===== src/rtl/nvsc_pkg.sv =====
/*
 Shared constants and types for the nonvolatile SRAM host controller.
 Assumes a 200 MHz system clock; all pin timings are counted in cycles of it.
*/
package nvsc_pkg;

    localparam int CLK_PERIOD_PS = 5000;

    // Pin timing figures in their own units and the derived cycle counts.
    localparam int STORE_PULSE_NS = 15;
    localparam int STORE_PULSE_CYC = (STORE_PULSE_NS * 1000 + CLK_PERIOD_PS - 1) / CLK_PERIOD_PS;
    localparam int BUSY_START_NS = 300;
    localparam int BUSY_START_CYC = (BUSY_START_NS * 1000 + CLK_PERIOD_PS - 1) / CLK_PERIOD_PS;
    localparam int INHIBIT_RELEASE_NS = 700;
    localparam int INHIBIT_RELEASE_CYC = (INHIBIT_RELEASE_NS * 1000 + CLK_PERIOD_PS - 1) / CLK_PERIOD_PS;
    localparam int STORE_CYCLE_MS = 10;
    localparam int STORE_CYCLE_CYC = (STORE_CYCLE_MS * 1000000) / (CLK_PERIOD_PS / 1000);
    localparam int RECALL_US = 20;
    localparam int RECALL_CYC = (RECALL_US * 1000000) / CLK_PERIOD_PS;
    localparam int POWERUP_RECALL_US = 550;
    localparam int POWERUP_RECALL_CYC = (POWERUP_RECALL_US * 1000000) / CLK_PERIOD_PS;
    localparam int CYCLE_NS = 55;
    localparam int CYCLE_CYC = (CYCLE_NS * 1000 + CLK_PERIOD_PS - 1) / CLK_PERIOD_PS;
    localparam int ADDR_SETTLE_CYC = 1;
    localparam int SEQ_STEPS = 6;

    localparam int ADDR_W = 13;
    localparam int DATA_W = 8;
    localparam int CNT_W = 24;

    // Host command codes.
    localparam logic [2:0] CMD_READ = 3'h0;
    localparam logic [2:0] CMD_WRITE = 3'h1;
    localparam logic [2:0] CMD_HW_STORE = 3'h2;
    localparam logic [2:0] CMD_SW_SEQ = 3'h3;

    typedef struct packed {
        logic [2:0] cmd;
        logic [ADDR_W-1:0] addr;
        logic [DATA_W-1:0] wdata;
    } nvsc_req_t;

    // Memory pins as driven by the host; active-low strobes.
    typedef struct packed {
        logic [ADDR_W-1:0] addr;
        logic chip_en_n;
        logic write_en_n;
        logic out_en_n;
        logic [DATA_W-1:0] dq_out;
        logic dq_oe;
        logic hsb_out_n;
        logic hsb_oe;
    } nvsc_pins_t;

    typedef enum logic [3:0] {
        ST_IDLE = 4'h0,
        ST_SETUP = 4'h1,
        ST_STROBE = 4'h2,
        ST_HOLD = 4'h3,
        ST_HSB_PULSE = 4'h4,
        ST_HSB_WAIT_BUSY = 4'h5,
        ST_HSB_WAIT_DONE = 4'h6,
        ST_RECOVER = 4'h7,
        ST_NV_WAIT = 4'h8,
        ST_POWERUP = 4'h9
    } nvsc_state_t;

endpackage


===== src/rtl/nvsc_timer.sv =====
/*
 Down-counting timer used for every wait of the controller.
 Assumes the load value fits the counter width.
*/
`timescale 1ns/1ps
module nvsc_timer #(
    parameter int W = 24
) (
    input wire logic clock,
    input wire logic srst,
    input wire logic load,
    input wire logic [W-1:0] value,
    output logic expired
);
    logic [W-1:0] count;
    logic [W-1:0] next_count;

    // Loading wins over counting so back-to-back waits never merge.
    always_comb begin
        next_count = count;
        if (load) begin
            next_count = value;
        end else if (count != '0) begin
            next_count = count - 1'b1;
        end
    end

    always_ff @(posedge clock) begin
        if (srst) begin
            count <= '0;
        end else begin
            count <= next_count;
        end
    end

    // Expiry looks at the count alone; gating it with load would close a loop through the caller's decode.
    assign expired = (count == '0);
endmodule


===== src/rtl/nvsc_host.sv =====
/*
 Host controller driving an asynchronous nonvolatile SRAM through its pins.
 Assumes pin inputs are synchronous to clock and the bench resolves the
 shared data and store/busy wires from the output enables.
*/
// Summary of operation
// - The host holds the store/busy line high through every write cycle.
// - The host holds write-enable and store/busy high through every read cycle.
// - The host keeps chip-enable high whenever address lines change.
// - The host holds the store request line low for at least 15 ns.
// - The host performs six reads of the sequence addresses in order to start a software store or recall.
// - The host keeps write-enable high across all six sequence cycles.
`timescale 1ns/1ps
module nvsc_host
    import nvsc_pkg::*;
#(
    parameter int POWERUP_CYCLES = POWERUP_RECALL_CYC,
    parameter int STORE_CYCLES = STORE_CYCLE_CYC,
    parameter int RECALL_CYCLES = RECALL_CYC
) (
    input wire logic clock,
    input wire logic srst,
    input wire logic req_valid,
    input wire nvsc_pkg::nvsc_req_t req,
    input wire logic [nvsc_pkg::ADDR_W-1:0] seq_addr [nvsc_pkg::SEQ_STEPS],
    input wire logic seq_is_store,
    output logic req_ready,
    output logic rsp_valid,
    output logic [nvsc_pkg::DATA_W-1:0] rsp_rdata,
    output logic rsp_timeout,
    output nvsc_pkg::nvsc_pins_t pins,
    input wire logic [nvsc_pkg::DATA_W-1:0] dq_in,
    input wire logic hsb_in_n
);
    import nvsc_pkg::*;

    nvsc_state_t state;
    nvsc_state_t next_state;
    nvsc_req_t cur;
    nvsc_req_t next_cur;
    nvsc_pins_t next_pins;
    logic [2:0] step;
    logic [2:0] next_step;
    logic next_req_ready;
    logic next_rsp_valid;
    logic [DATA_W-1:0] next_rsp_rdata;
    logic next_rsp_timeout;
    logic tmr_load;
    logic [CNT_W-1:0] tmr_value;
    logic tmr_expired;
    logic pu_loaded;

    // One timer serves every wait; the state machine reloads it on each entry.
    nvsc_timer #(.W(CNT_W)) u_timer (
        .clock(clock),
        .srst(srst),
        .load(tmr_load),
        .value(tmr_value),
        .expired(tmr_expired)
    );

    function automatic logic [CNT_W-1:0] cyc(input int n);
        cyc = CNT_W'(n);
    endfunction

    // Sequencer for accesses, hardware store and software sequence.
    always_comb begin
        next_state = state;
        next_cur = cur;
        next_pins = pins;
        next_step = step;
        next_req_ready = 1'b0;
        next_rsp_valid = 1'b0;
        next_rsp_rdata = rsp_rdata;
        next_rsp_timeout = 1'b0;
        tmr_load = 1'b0;
        tmr_value = '0;
        case (state)
            ST_POWERUP: begin
                // Nothing may touch the part until its power-up recall has surely finished.
                if (!pu_loaded) begin
                    tmr_load = 1'b1;
                    tmr_value = cyc(POWERUP_CYCLES);
                end else if (tmr_expired) begin
                    next_state = ST_IDLE;
                    next_req_ready = 1'b1;
                end
            end
            ST_IDLE: begin
                next_req_ready = 1'b1;
                if (req_valid && req_ready) begin
                    next_req_ready = 1'b0;
                    next_cur = req;
                    next_step = '0;
                    next_pins.hsb_oe = 1'b0; // Store line left high by its pull-up.
                    if (req.cmd == CMD_HW_STORE) begin
                        next_pins.hsb_out_n = 1'b0;
                        next_pins.hsb_oe = 1'b1;
                        tmr_load = 1'b1;
                        tmr_value = cyc(STORE_PULSE_CYC);
                        next_state = ST_HSB_PULSE;
                    end else begin
                        // Address changes only while chip-enable is high.
                        next_pins.addr = (req.cmd == CMD_SW_SEQ) ? seq_addr[0] : req.addr;
                        tmr_load = 1'b1;
                        tmr_value = cyc(ADDR_SETTLE_CYC);
                        next_state = ST_SETUP;
                    end
                end
            end
            ST_SETUP: begin
                if (tmr_expired) begin
                    next_pins.chip_en_n = 1'b0;
                    if (cur.cmd == CMD_WRITE) begin
                        // Write-enable goes low with chip-enable so outputs stay floating.
                        next_pins.write_en_n = 1'b0;
                        next_pins.dq_out = cur.wdata;
                        next_pins.dq_oe = 1'b1;
                    end else begin
                        next_pins.write_en_n = 1'b1;
                        next_pins.out_en_n = 1'b0;
                    end
                    tmr_load = 1'b1;
                    tmr_value = cyc(CYCLE_CYC);
                    next_state = ST_STROBE;
                end
            end
            ST_STROBE: begin
                // One falling chip-enable per step; the strobe ends before the next address.
                if (tmr_expired) begin
                    next_pins.chip_en_n = 1'b1;
                    next_pins.write_en_n = 1'b1;
                    next_pins.out_en_n = 1'b1;
                    next_rsp_rdata = dq_in;
                    tmr_load = 1'b1;
                    tmr_value = cyc(ADDR_SETTLE_CYC);
                    next_state = ST_HOLD;
                end
            end
            ST_HOLD: begin
                if (tmr_expired) begin
                    next_pins.dq_oe = 1'b0;
                    if (cur.cmd == CMD_SW_SEQ && step != 3'(SEQ_STEPS - 1)) begin
                        // Next sequence address, strictly in order.
                        next_step = step + 3'h1;
                        next_pins.addr = seq_addr[step + 3'h1];
                        tmr_load = 1'b1;
                        tmr_value = cyc(ADDR_SETTLE_CYC);
                        next_state = ST_SETUP;
                    end else if (cur.cmd == CMD_SW_SEQ) begin
                        tmr_load = 1'b1;
                        tmr_value = seq_is_store ? cyc(STORE_CYCLES) : cyc(RECALL_CYCLES);
                        next_state = ST_NV_WAIT;
                    end else begin
                        next_rsp_valid = 1'b1;
                        next_req_ready = 1'b1;
                        next_state = ST_IDLE;
                    end
                end
            end
            ST_HSB_PULSE: begin
                if (tmr_expired) begin
                    next_pins.hsb_oe = 1'b0;
                    next_pins.hsb_out_n = 1'b1;
                    tmr_load = 1'b1;
                    tmr_value = cyc(BUSY_START_CYC);
                    next_state = ST_HSB_WAIT_BUSY;
                end
            end
            ST_HSB_WAIT_BUSY: begin
                // Busy may take up to its start time; a store skipped for lack of writes never shows it.
                if (!hsb_in_n) begin
                    tmr_load = 1'b1;
                    tmr_value = cyc(STORE_CYCLES);
                    next_state = ST_HSB_WAIT_DONE;
                end else if (tmr_expired) begin
                    tmr_load = 1'b1;
                    tmr_value = cyc(INHIBIT_RELEASE_CYC);
                    next_state = ST_RECOVER;
                end
            end
            ST_HSB_WAIT_DONE: begin
                // Inhibit lifts only after busy ends, then the release time runs.
                if (hsb_in_n) begin
                    tmr_load = 1'b1;
                    tmr_value = cyc(INHIBIT_RELEASE_CYC);
                    next_state = ST_RECOVER;
                end else if (tmr_expired) begin
                    next_rsp_timeout = 1'b1;
                    next_rsp_valid = 1'b1;
                    next_req_ready = 1'b1;
                    next_state = ST_IDLE;
                end
            end
            ST_RECOVER, ST_NV_WAIT: begin
                // Accesses are held back until the part has finished.
                if (tmr_expired) begin
                    next_rsp_valid = 1'b1;
                    next_req_ready = 1'b1;
                    next_state = ST_IDLE;
                end
            end
            default: begin
                next_state = ST_IDLE;
            end
        endcase
        // A store driven by the part itself stalls new work.
        if (state == ST_IDLE && !hsb_in_n && !pins.hsb_oe) begin
            next_req_ready = 1'b0;
        end
    end

    always_ff @(posedge clock) begin
        if (srst) begin
            state <= ST_POWERUP;
            cur <= '0;
            step <= '0;
            pins <= '{addr: '0, chip_en_n: 1'b1, write_en_n: 1'b1, out_en_n: 1'b1,
                      dq_out: '0, dq_oe: 1'b0, hsb_out_n: 1'b1, hsb_oe: 1'b0};
            req_ready <= 1'b0;
            rsp_valid <= 1'b0;
            rsp_rdata <= '0;
            rsp_timeout <= 1'b0;
        end else begin
            state <= next_state;
            cur <= next_cur;
            step <= next_step;
            pins <= next_pins;
            req_ready <= next_req_ready;
            rsp_valid <= next_rsp_valid;
            rsp_rdata <= next_rsp_rdata;
            rsp_timeout <= next_rsp_timeout;
        end
    end

    // Marks the first cycle after reset, in which the power-up wait is loaded into the timer.
    always_ff @(posedge clock) begin
        if (srst) begin
            pu_loaded <= 1'b0;
        end else begin
            pu_loaded <= 1'b1;
        end
    end
endmodule


===== config.mk =====
export PLATFORM = sky130hd
export DESIGN_NAME = nvsc_host
export DESIGN_NICKNAME = d
export VERILOG_FILES = /design/src/rtl/nvsc_pkg.sv /design/src/rtl/nvsc_timer.sv /design/src/rtl/nvsc_host.sv
export SDC_FILE = /design/constraint.sdc
export NUM_CORES = 1
export LEC_CHECK = 0
export BUFFER_PORTS_ARGS = -buffer_cell sky130_fd_sc_hd__buf_2
export CAP_MARGIN = 10
export CORE_UTILIZATION = 38
export CTS_CLUSTER_SIZE = 40
export DETAILED_ROUTE_END_ITERATION = 8
export GPL_TIMING_DRIVEN = 0
export SLEW_MARGIN = 15
export SYNTH_ARGS = -nofsm -noshare
export SYNTH_HDL_FRONTEND = slang
export SYNTH_SLANG_ARGS = --single-unit

===== constraint.sdc =====
create_clock -name clock -period 2.65 [get_ports clock]
set_input_delay 0.265 -clock clock [delete_from_list [all_inputs] [get_ports clock]]
set_output_delay 0.265 -clock clock [all_outputs]
set_load 0.1 [all_outputs]

==> impl_results.md, run 1 <==
- Final wirelength: about 16000 um
- Inst Count DP: around 900
- DRC Markers: 0
- Total grt overflow: 0
- WS Path Type: register to register
- # rows: 40
- # diodes: 0
- Synth Area in Adders: 0.00778
- RSZ-0062 raised after global routing: false
- Die H: roughly 110 um
- Compound-Gate Fraction of Synth Area: 0.186
- Endpoints failing hold: 0
- Post-synth EDFFs: 0
- Crit path DAT: 2.76 ns
- GRT Util Overall: 0.249
- Core ar.: ~12000 um2
- Area grow syn2layout: 27.3%
- Pins Over Slew Limit: 0
- Final Critical Period: 2.53 ns
- Die W: approximately 110 um
- Post-synth ARST share: 0
- Main combinational cell family by area after synthesis: simple AND/OR/NAND/NOR gates
- Peak Freq: a little under 0.4 GHz
- Final Cycle Share: 0.954
- Top FF cell, synth: dfxtp_1
- Worst-Skew Late Latency: 0.35 ns
- Wirelength per Cell: approximately 17 um
- Max Cap Violations: 0
- Post-route ant nets: 0
- Top-count cell post-synth: dfxtp_1
- Pin count of the biggest net entering global routing: 16
- Multiplexer share of the synthesized area: 0.154
- Yosys warns: 0
- Synth top area share: 0.336
- Layout Cells excl Fill: between 900 and 1000
- Max clock buf depth: 2
- Status: finished, final reports clean
- Power per Cell Area: about 790 nW/um2
- Clk sinks: between 80 and 90
- Port bufs: around 150
- Final core utilization: 0.503
- Total CTS buffers: 9
- Max_slew headroom: 0.422
- Post-synthesis xor/xnor area fraction: 0.0218
- Post-synthesis simple-gate area fraction: 0.247
- Post-synthesis cell type count: 62
- Syn_nets: approximately 700
- Initial antenna violation count: 0
- Share of cells above drive strength 1: 0.291
- Top post-synthesis cells by count: dfxtp_1 (81), nand2_1 (70), a21oi_1 (55), mux2i_1 (45), clkbuf_1 (36)
- Post-Synthesis Cells: 578
- Avg Cell Area, Syn: 8.35 um2
- Max VDD drop: 0.512 mV
- Post-DP HPWL: 12000 um
- Startpoint Class: register
- Via-to-Cell Ratio: between 5 and 6
- Tightest Pin Transition: just under 0.9 ns
- Clk_skew: 0.00683 ns
- First-pass GRT wire length: around 26000 um
- Critical Path RT: roughly 2.9 ns
- Synth area leader: dfxtp_1
- Final setup fails: 0
- Initial Utilization: 0.395
- Element type at the critical path end: register
- Clock transition time at the flip-flop clock pins of the worst setup and hold paths: 0.07 ns
- Final setup margin: around 0.12 ns
- Setup WS pre-CTS: -0.155 ns
- Starting DRC count in detailed routing: around 350
- CTS root buffer: clkbuf_16
- Pre-Repair DR Iteration Count: 5
- Number of global-route vias before repair: 5142
- Crit-path max FO: 5
- Largest cells by area after synthesis: dfxtp_1 (34%), mux2i_1 (9.3%), mux4_2 (6.1%), a21oi_1 (5.7%), nand2_1 (5.4%)
- Routability congestion estimate: between 0.9 and 1
- Hold crit path type: input port to register
- TritonCTS clock tree: done
- H-tree levels: 3
- Area of the die: ~13000 um2
- Fraction of the yosys area taken by sequential cells: 0.336
- Ports: 153
- Mapped cell area: 4830 um2
- Post-CTS Hold Fix Bufs: 0
- Via count: 5147
- Leak Pwr: roughly 2.5 nW
- Layout Nets: 858
- Yosys reg bits: 81
==> cell families after synthesis <==
| kind of cell | after synthesis |
|---|---|
| buffers and inverters | 56 |
| XOR/XNOR | 12 |
| AND/OR/NAND/NOR | 224 |
| multiplexers | 58 |
| flip-flops | 81 |
| AO/OA/AOI/OAI | 144 |
| adder cells (fa/ha/maj) | 3 |
==> path summary, 6_finish.rpt <==
path	slack [ns]	from	endpoint	cells after the start
max	0.12	u_timer.count[0]$_SDFFE_PP0P_	pins[11]$_SDFFE_PP1P_	7
min	0.15	dq_in[2]	rsp_rdata[2]$_SDFFE_PP0P_	3
min reg2reg	0.46	cur[6]$_SDFFE_PP0P_	cur[6]$_SDFFE_PP0P_	2
max reg2reg	0.12	u_timer.count[0]$_SDFFE_PP0P_	pins[11]$_SDFFE_PP1P_	7
==> metrics by stage <==
step           hold WS, ns  setup TNS, ns  cell area (um2)  power [W]
4_1_cts              0.150              0             6130    0.00481
3_3_place_gp         0.443          -3.08             5790    0.00344
3_5_place_dp         0.450          -3.86             5790    0.00346
6_report             0.152              0             6140    0.00485
2_1_floorplan        0.377              0             4830    0.00293
5_1_grt              0.163              0             6140    0.00513
==> routing by layer <==
metal	track usage	routed length, um	up-vias
met2	0.408	7240	189
met5	0	0	-
li1	-	-	2468
met3	0.0561	987	29
met1	0.321	7010	2461
met4	0.0883	358	0
==> worst max-delay path, cell delays in order (launching register included) <==
cell and delay [ns]:
dfxtp_1 0.36, inv_1 0.10, ha_1 0.21, or3b_2 0.52, or3_1 0.43, nor4_4 0.39, nand2_1 0.10, a211o_1 0.29
==> flip-flops by register name (all words and copies together), names as in the netlist <==
| register | flops |
|---|---|
| rsp_rdata | 8 |
| rsp_valid | 1 |
| cur | 11 |
| step | 3 |
| state | 4 |
| u_timer.count | 24 |
| pins | 27 |
| pu_loaded | 1 |
| req_ready | 1 |
| rsp_timeout | 1 |
==> layout make-up <==
cell class	instances	area, um2
buffer	47	204
clock buffer	10	239
clock inverter	6	71.3
fill	1233	6070
inverter	8	30.0
multi-input combinational	441	3000
sequential	81	1620
tap	168	210
timing repair buffer	152	763
==> repair_timing <==
| item | CTS | global route |
|---|---|---|
| setup buffers | 1 | 0 |
| pin swaps | 1 | 0 |
| resized for setup | 5 | 11 |
| setup endpoints to repair | 48 | 35 |
==> power by group <==
part / leakage (nW) / switching, W / internal [W]
combinational: 1.72 / 0.00121 / 0.000775
sequential: 0.657 / 0.000183 / 0.00136
clock: 0.146 / 0.000558 / 0.000766
==> cell usage in the layout, fill, tap and decap left out, drive strengths merged, types with 18 or more instances in the layout <==
cell type and instances:
clkbuf 46, mux2i 45, nor2 33, o211ai 22
buf 163, nand2 70, o21ai 27, a21oi 55
dfxtp 81, nand4 18
Power figures use the tool's default switching activity.
==> run 2: changes to the inputs <==
==> constraint.sdc (replaced) <==
create_clock -name clock -period 2.05 [get_ports clock]
set_input_delay 0.205 -clock clock [delete_from_list [all_inputs] [get_ports clock]]
set_output_delay 0.205 -clock clock [all_outputs]
set_load 0.1 [all_outputs]
==> run 2 against run 1 <==
  * The flow now finishes with violations (setup timing)
  * Global-route usage is 2.2 points higher
  * Worst setup slack lost 0.23 ns
  * Sequential share of layout area shrank 3.2 points
  * Critical path depth decreased by 2
  * Die area is the same
  * Via count increased by 6.5%
  * Critical endpoint unchanged
==> impl_results.md, run 2 (synthesis results as in run 1) <==
- TritonCTS clock tree: done (unchanged)
- Die W: 115 um (unchanged)
- Reg area: 1650 um2 (was 1620 um2)
- Reg2reg end: pins[11]$_SDFFE_PP1P_ (unchanged)
- CTS root buffer: clkbuf_16 (unchanged)
- Max reg flops: 27 (unchanged)
- Area of the multi-input gates: 3410 um2 (was 3000 um2)
- Worst hold start: dq_in[1] (was dq_in[2])
- Core ar.: 12200 um2 (unchanged)
- Pins Over Slew Limit: 0 (unchanged)
- Starting DRC count in detailed routing: 386 (was 345)
- GRT busiest layer: met2 (unchanged)
- Reg2Reg Launch Point: u_timer.count[6]$_SDFFE_PP0P_ (was u_timer.count[0]$_SDFFE_PP0P_)
- Leading cell type in the layout, fill and taps excluded: buf_2 (unchanged)
- Post-route ant nets: 0 (unchanged)
- GRT Util Overall: 0.270 (was 0.249)
- Area grow syn2layout: 46.9% (was 27.3%)
- Final Cycle Share: 1.05 (was 0.954)
- Crit-path max FO: 4 (was 5)
- Via count: 5481 (was 5147)
- Fillers: 1133 (was 1233)
- Final core utilization: 0.580 (was 0.503)
- Worst hold path cell count: 3 (unchanged)
- Pre-Repair DR Iteration Count: 4 (was 5)
- Peak Freq: 0.464 GHz (was 0.396 GHz)
- Leak Pwr: 2.96 nW (was 2.53 nW)
- Wirelength per Cell: 18.7 um (was 17.1 um)
- Met3 Usage GRT: 0.0513 (was 0.0561)
- # diodes: 0 (unchanged)
- Total grt overflow: 0 (unchanged)
- Max VDD drop: 0.625 mV (was 0.512 mV)
- RSZ-0062 raised after global routing: true (was false)
- Cell count of the worst reg-to-reg path: 5 (was 7)
- H-tree levels: 3 (unchanged)
- Failing checks: setup timing
- Max Cap Violations: 0 (unchanged)
- Final setup margin: -0.107 ns (was 0.122 ns)
- Initial antenna violation count: 0 (unchanged)
- Worst Hold End: rsp_rdata[1]$_SDFFE_PP0P_ (was rsp_rdata[2]$_SDFFE_PP0P_)
- Clk_skew: 0.00741 ns (was 0.00683 ns)
- Max clock buf depth: 2 (unchanged)
- Final Critical Period: 2.16 ns (was 2.53 ns)
- Total CTS buffers: 9 (unchanged)
- Post-CTS Hold Fix Bufs: 0 (unchanged)
- Ports: 153 (unchanged)
- Clock transition time at the flip-flop clock pins of the worst setup and hold paths: 0.07 ns (about the same)
- Power per Cell Area: 1140 nW/um2 (was 790 nW/um2)
- Element type at the critical path end: register (unchanged)
- # rows: 40 (unchanged)
- Met1 Use GR: 0.355 (was 0.321)
- Met2 usage: 0.438 (was 0.408)
- WS Path Type: register to register (unchanged)
- Max_slew headroom: 0.469 (was 0.422)
- Reg2Reg Setup Slack: -0.11 ns (was 0.12 ns)
- Final wirelength: 18000 um (was 15600 um)
- First-pass GRT wire length: 27700 um (was 25500 um)
- Worst-Skew Late Latency: 0.35 ns (about the same)
- Area of the die: 13200 um2 (unchanged)
- Layout Nets: 905 (was 858)
- Initial Utilization: 0.395 (unchanged)
- Number of global-route vias before repair: 5444 (was 5142)
- Clk sinks: 81 (unchanged)
- Startpoint Class: register (unchanged)
- Pin count of the biggest net entering global routing: 16 (unchanged)
- Endpoints failing hold: 0 (unchanged)
- Port bufs: 151 (unchanged)
- DRC Markers: 0 (unchanged)
- Via-to-Cell Ratio: 5.71 (was 5.64)
- Hold crit path type: input port to register (unchanged)
- Share of cells above drive strength 1: 0.438 (was 0.291)
- Post-DP HPWL: 12000 um (about the same)
- Critical Path RT: 2.29 ns (was 2.88 ns)
- Most frequent cells in the layout: buf_2 (153), dfxtp_1 (71), nand2_1 (67) (was buf_2 (159), dfxtp_1 (81), nand2_1 (69))
- Top reg by flops: pins (unchanged)
- Largest registers: pins (27), u_timer.count (24), cur (11) (unchanged)
- Routability congestion estimate: 0.848 (was 0.939)
- Tightest Pin Transition: 0.796 ns (was 0.865 ns)
- Final setup fails: 36 (was 0)
- Crit path DAT: 2.40 ns (was 2.76 ns)
- Die H: 115 um (unchanged)
- Status: finished, violations left (was finished, final reports clean)
- Hold WS: 0.0889 ns (was 0.152 ns)
==> run 2: power breakdown <==
part | total, W | switching [W] | internal (W)
Sequential | 0.00210 | 0.000303 | 0.00180
Clock | 0.00155 | 0.000718 | 0.000833
Combinational | 0.00443 | 0.00231 | 0.00212
==> run 2: cell type report <==
| class | instances | area share |
|---|---|---|
| Tap cell | 168 | 0.0297 |
| Buffer | 40 | 0.0399 |
| Multi-Input combinational cell | 442 | 0.482 |
| Timing Repair Buffer | 205 | 0.172 |
| Clock buffer | 9 | 0.0318 |
| Clock inverter | 7 | 0.00777 |
| Sequential cell | 81 | 0.232 |
| Inverter | 8 | 0.00459 |
==> run 2: critical path, stage by stage (launching register included) <==
cell     delay [ns]
dfxtp_1        0.38
or4_4          0.52
or3_4          0.40
nor4_4         0.37
nand2_1        0.11
a211o_1        0.26
==> run 2: worst max-delay path by stage <==
stage | start | endpoint | slack (ns) | cells past startpoint
after global routing | u_timer.count[18]$_SDFFE_PP0P_ | rsp_rdata[7]$_SDFFE_PP0P_ | -0.20 | 8
after detailed placement | u_timer.count[1]$_SDFFE_PP0P_ | pins[19]$_SDFFE_PP0P_ | -0.58 | 8
after floorplan | u_timer.count[18]$_SDFFE_PP0P_ | pins[3]$_SDFFE_PP0P_ | -0.02 | 8
after CTS | u_timer.count[17]$_SDFFE_PP0P_ | pins[1]$_SDFFE_PP1P_ | -0.08 | 6
after global placement | u_timer.count[1]$_SDFFE_PP0P_ | pins[19]$_SDFFE_PP0P_ | -0.58 | 8
final | u_timer.count[6]$_SDFFE_PP0P_ | pins[11]$_SDFFE_PP1P_ | -0.11 | 5
==> run 2: per-layer routing <==
| metal | wire length (um) | part of all wire |
|---|---|---|
| met3 | 1190 | 0.066 |
| met4 | 379 | 0.021 |
| met5 | 0 | 0 |
| met1 | 7820 | 0.44 |
| met2 | 8570 | 0.48 |
==> run 2: what timing repair did <==
item | 4_1_cts | 5_1_grt
setup buffers | 17 | 33
gates cloned | 4 | 2
endpoints found under the setup margin | 78 | 74
pin swaps | 20 | 29
resized for setup | 69 | 97
==> run 2: per-stage QoR <==
stage / TNS [ns] / cells / worst slack, ns / total power, W / area (um2)
4_1_cts: -2.03 / 930 / -0.0826 / 0.00692 / 6530
3_5_place_dp: -31.84 / 897 / -0.584 / 0.00463 / 5860
5_1_grt: -6.23 / 960 / -0.204 / 0.00845 / 7090
6_report: -2.28 / 960 / -0.107 / 0.00809 / 7090
2_1_floorplan: -0.250 / 578 / -0.0201 / 0.00391 / 4890
3_3_place_gp: -31.74 / 897 / -0.582 / 0.00461 / 5860
==> run 3: changes to the inputs <==
--- a/config.mk
+++ b/config.mk
@@ -11,6 +11,8 @@
 export CTS_CLUSTER_SIZE = 40
 export DETAILED_ROUTE_END_ITERATION = 8
 export GPL_TIMING_DRIVEN = 0
+export HOLD_SLACK_MARGIN = 0.12
+export REMOVE_ABC_BUFFERS = 1
 export SLEW_MARGIN = 15
 export SYNTH_ARGS = -nofsm -noshare
 export SYNTH_HDL_FRONTEND = slang
==> constraint.sdc (replaced) <==
create_clock -name clock -period 2.8 [get_ports clock]
set_input_delay 0.28 -clock clock [delete_from_list [all_inputs] [get_ports clock]]
set_output_delay 0.28 -clock clock [all_outputs]
set_load 0.1 [all_outputs]
==> run 3 against run 2 <==
  * The run now ends clean
  * Design area decreased by 14%
  * Clock power decreased by 29%
  * Global-route usage decreased by 4.9 points
  * First-iteration DRC count decreased by 27%
  * Sequential power decreased by 27%
  * Critical path depth increased by 1
  * Highest routed layer unchanged
==> impl_results.md, run 3 (synthesis results as in run 1) <==
- Met2 usage: 0.388 (was 0.438)
- Worst hold path cell count: 3 (unchanged)
- RSZ-0062 raised after global routing: false (was true)
- Max incr delay on CP: 0.77 ns (was 0.52 ns)
- Total grt overflow: 0 (unchanged)
- Die H: 115 um (unchanged)
- Post-DP HPWL: 10200 um (was 12000 um)
- Fillers: 1230 (was 1133)
- Initial antenna violation count: 0 (unchanged)
- Reg2reg end: u_timer.count[21]$_SDFFE_PP0P_ (was pins[11]$_SDFFE_PP1P_)
- Layout Cells excl Fill: 877 (was 960)
- Final setup fails: 0 (was 36)
- Top reg by flops: pins (unchanged)
- CP delay by family, top: simple AND/OR/NAND/NOR gates (unchanged)
- Routability congestion estimate: 0.874 (was 0.848)
- Starting DRC count in detailed routing: 281 (was 386)
- Crit path DAT: 2.83 ns (was 2.40 ns)
- Largest registers: pins (27), u_timer.count (24), cur (11) (unchanged)
- Leading cell type in the layout, fill and taps excluded: buf_2 (unchanged)
- CTS root buffer: clkbuf_16 (unchanged)
- Area grow syn2layout: 25.6% (was 46.9%)
- Core ar.: 12200 um2 (unchanged)
- Setup WS pre-CTS: -0.646 ns (was -0.584 ns)
- Share of cells above drive strength 1: 0.315 (was 0.438)
- Port bufs: 152 (was 151)
- Via count: 4880 (was 5481)
- Max_slew headroom: 0.268 (was 0.469)
- Hold WS: 0.171 ns (was 0.0889 ns)
- Initial Utilization: 0.395 (unchanged)
- Startpoint Class: register (unchanged)
- Hold crit path type: input port to register (unchanged)
- Number of global-route vias before repair: 4776 (was 5444)
- TritonCTS clock tree: done (unchanged)
- CP startpoint: state[2]$_SDFFE_PP0P_ (was u_timer.count[6]$_SDFFE_PP0P_)
- Peak Freq: 0.390 GHz (was 0.464 GHz)
- Clk_skew: 0.00569 ns (was 0.00741 ns)
- Area of the multi-input gates: 3060 um2 (was 3410 um2)
- Max clock buf depth: 2 (unchanged)
- Most frequent cells in the layout: buf_2 (153), dfxtp_1 (78), nand2_1 (69) (was buf_2 (153), dfxtp_1 (71), nand2_1 (67))
- First-pass GRT wire length: 23000 um (was 27700 um)
- Max VDD drop: 0.363 mV (was 0.625 mV)
- Clk sinks: 81 (unchanged)
- Reg area: 1630 um2 (was 1650 um2)
- Leak Pwr: 2.46 nW (was 2.96 nW)
- # diodes: 0 (unchanged)
- Element type at the critical path end: register (unchanged)
- Pre-Repair DR Iteration Count: 4 (unchanged)
- Final Cycle Share: 0.915 (was 1.05)
- # rows: 40 (unchanged)
- Wirelength per Cell: 15.9 um (was 18.7 um)
- WS Path Type: register to register (unchanged)
- Total CTS buffers: 9 (unchanged)
- Ports: 153 (unchanged)
- Critical Path RT: 3.07 ns (was 2.29 ns)
- Slowest CP cell: dfxtp_1 (was or4_4)
- Crit-path max FO: 20 (was 4)
- Reg2Reg Setup Slack: 0.24 ns (was -0.11 ns)
- Pwr Total: 0.00436 W (was 0.00809 W)
- Tightest Pin Transition: 1.10 ns (was 0.796 ns)
- Worst-Skew Late Latency: 0.34 ns (was 0.35 ns)
- Pins Over Slew Limit: 0 (unchanged)
- Die W: 115 um (unchanged)
- DRC Markers: 0 (unchanged)
- Met3 Usage GRT: 0.0598 (was 0.0513)
- Critical path capture point: u_timer.count[21]$_SDFFE_PP0P_ (was pins[11]$_SDFFE_PP1P_)
- Met1 Use GR: 0.265 (was 0.355)
- Worst path cell trace: nor4_2, and2_1, nor3_4, buf_6, nand3_1, a21oi_1 (was or4_4, or3_4, nor4_4, nand2_1, a211o_1)
- Via-to-Cell Ratio: 5.56 (was 5.71)
- Max reg flops: 27 (unchanged)
- Clock transition time at the flip-flop clock pins of the worst setup and hold paths: 0.06 ns (was 0.07 ns)
- Worst Path Buf+Inv: 1 (was 0)
- Inst Count DP: 857 (was 897)
- Status: finished, final reports clean (was finished, violations left)
- Pin count of the biggest net entering global routing: 60 (was 16)
- Final setup margin: 0.238 ns (was -0.107 ns)
- GRT busiest layer: met2 (unchanged)
- Final Critical Period: 2.56 ns (was 2.16 ns)
- Post-route ant nets: 0 (unchanged)
- H-tree levels: 3 (unchanged)
- Max Cap Violations: 0 (unchanged)
- Final wirelength: 13900 um (was 18000 um)
- Layout Nets: 822 (was 905)
- Power per Cell Area: 719 nW/um2 (was 1140 nW/um2)
- Reg2Reg Launch Point: state[2]$_SDFFE_PP0P_ (was u_timer.count[6]$_SDFFE_PP0P_)
- GRT Util Overall: 0.222 (was 0.270)
- Area of the die: 13200 um2 (unchanged)
- Cell count of the worst reg-to-reg path: 6 (was 5)
- Endpoints failing hold: 0 (unchanged)
- Number of cells on the critical path: 6 (was 5)
run 3: cell types whose count changed in the layout (fill, tap and decap cells not counted), sizes merged:
cell and delta:
buf -55, clkbuf -27, clkinv -2, clkinvlp +3, inv -1, or2 -1
run 3: metrics by stage:
stage	cell area, um2	setup TNS, ns	util
finish	6060	0	0.497
global route	6060	0	0.497
CTS	6010	0	0.492
detailed placement	5700	-11.57	0.467
global placement	5600	-88.18	0.458
floorplan	4620	-14.70	-
run 3: where the power goes:
part / switching (W) / internal, W
registers: 0.000251 / 0.00129
clock network: 0.000498 / 0.000606
logic: 0.00102 / 0.000693
run 3: final cells by class:
cell class | count | share of cell area
Multi-Input combinational cell | 441 | 0.504
Clock inverter | 7 | 0.00929
Clock buffer | 9 | 0.0371
Tap cell | 168 | 0.0347
Sequential cell | 81 | 0.268
Timing Repair Buffer | 163 | 0.142
Inverter | 8 | 0.00495
run 3: what timing repair did:
action / 4_1_cts / 5_1_grt
cloned: 0 / 0
hold buffers: 0 / 0
setup endpoints to repair: 43 / 37
setup buffers: 2 / 2
resized for setup: 5 / 9
pin swaps: 1 / 1
run 3: tightest hold or removal path, delay by kind of cell:
family          cells  cell delay (ns)
buf+inv             1             0.10
simple gates        1             0.05
compound gates      1             0.05
run 3: how the worst min path moves through the flow:
stage	to	slack [ns]	start
after floorplan	cur[0]$_SDFFE_PP0P_	0.35	srst
after global placement	cur[2]$_SDFFE_PP0P_	0.44	cur[2]$_SDFFE_PP0P_
after detailed placement	pins[11]$_SDFFE_PP1P_	0.45	pins[11]$_SDFFE_PP1P_
after CTS	cur[4]$_SDFFE_PP0P_	0.16	req[4]
after global routing	cur[6]$_SDFFE_PP0P_	0.17	req[6]
final	cur[6]$_SDFFE_PP0P_	0.17	req[6]
run 3: per-layer routing:
| metal | vias up | share of wire |
|---|---|---|
| met3 | 18 | 0.058 |
| met4 | 0 | 0.011 |
| li1 | 2401 | - |
| met1 | 2314 | 0.43 |
| met5 | - | 0 |
| met2 | 147 | 0.50 |
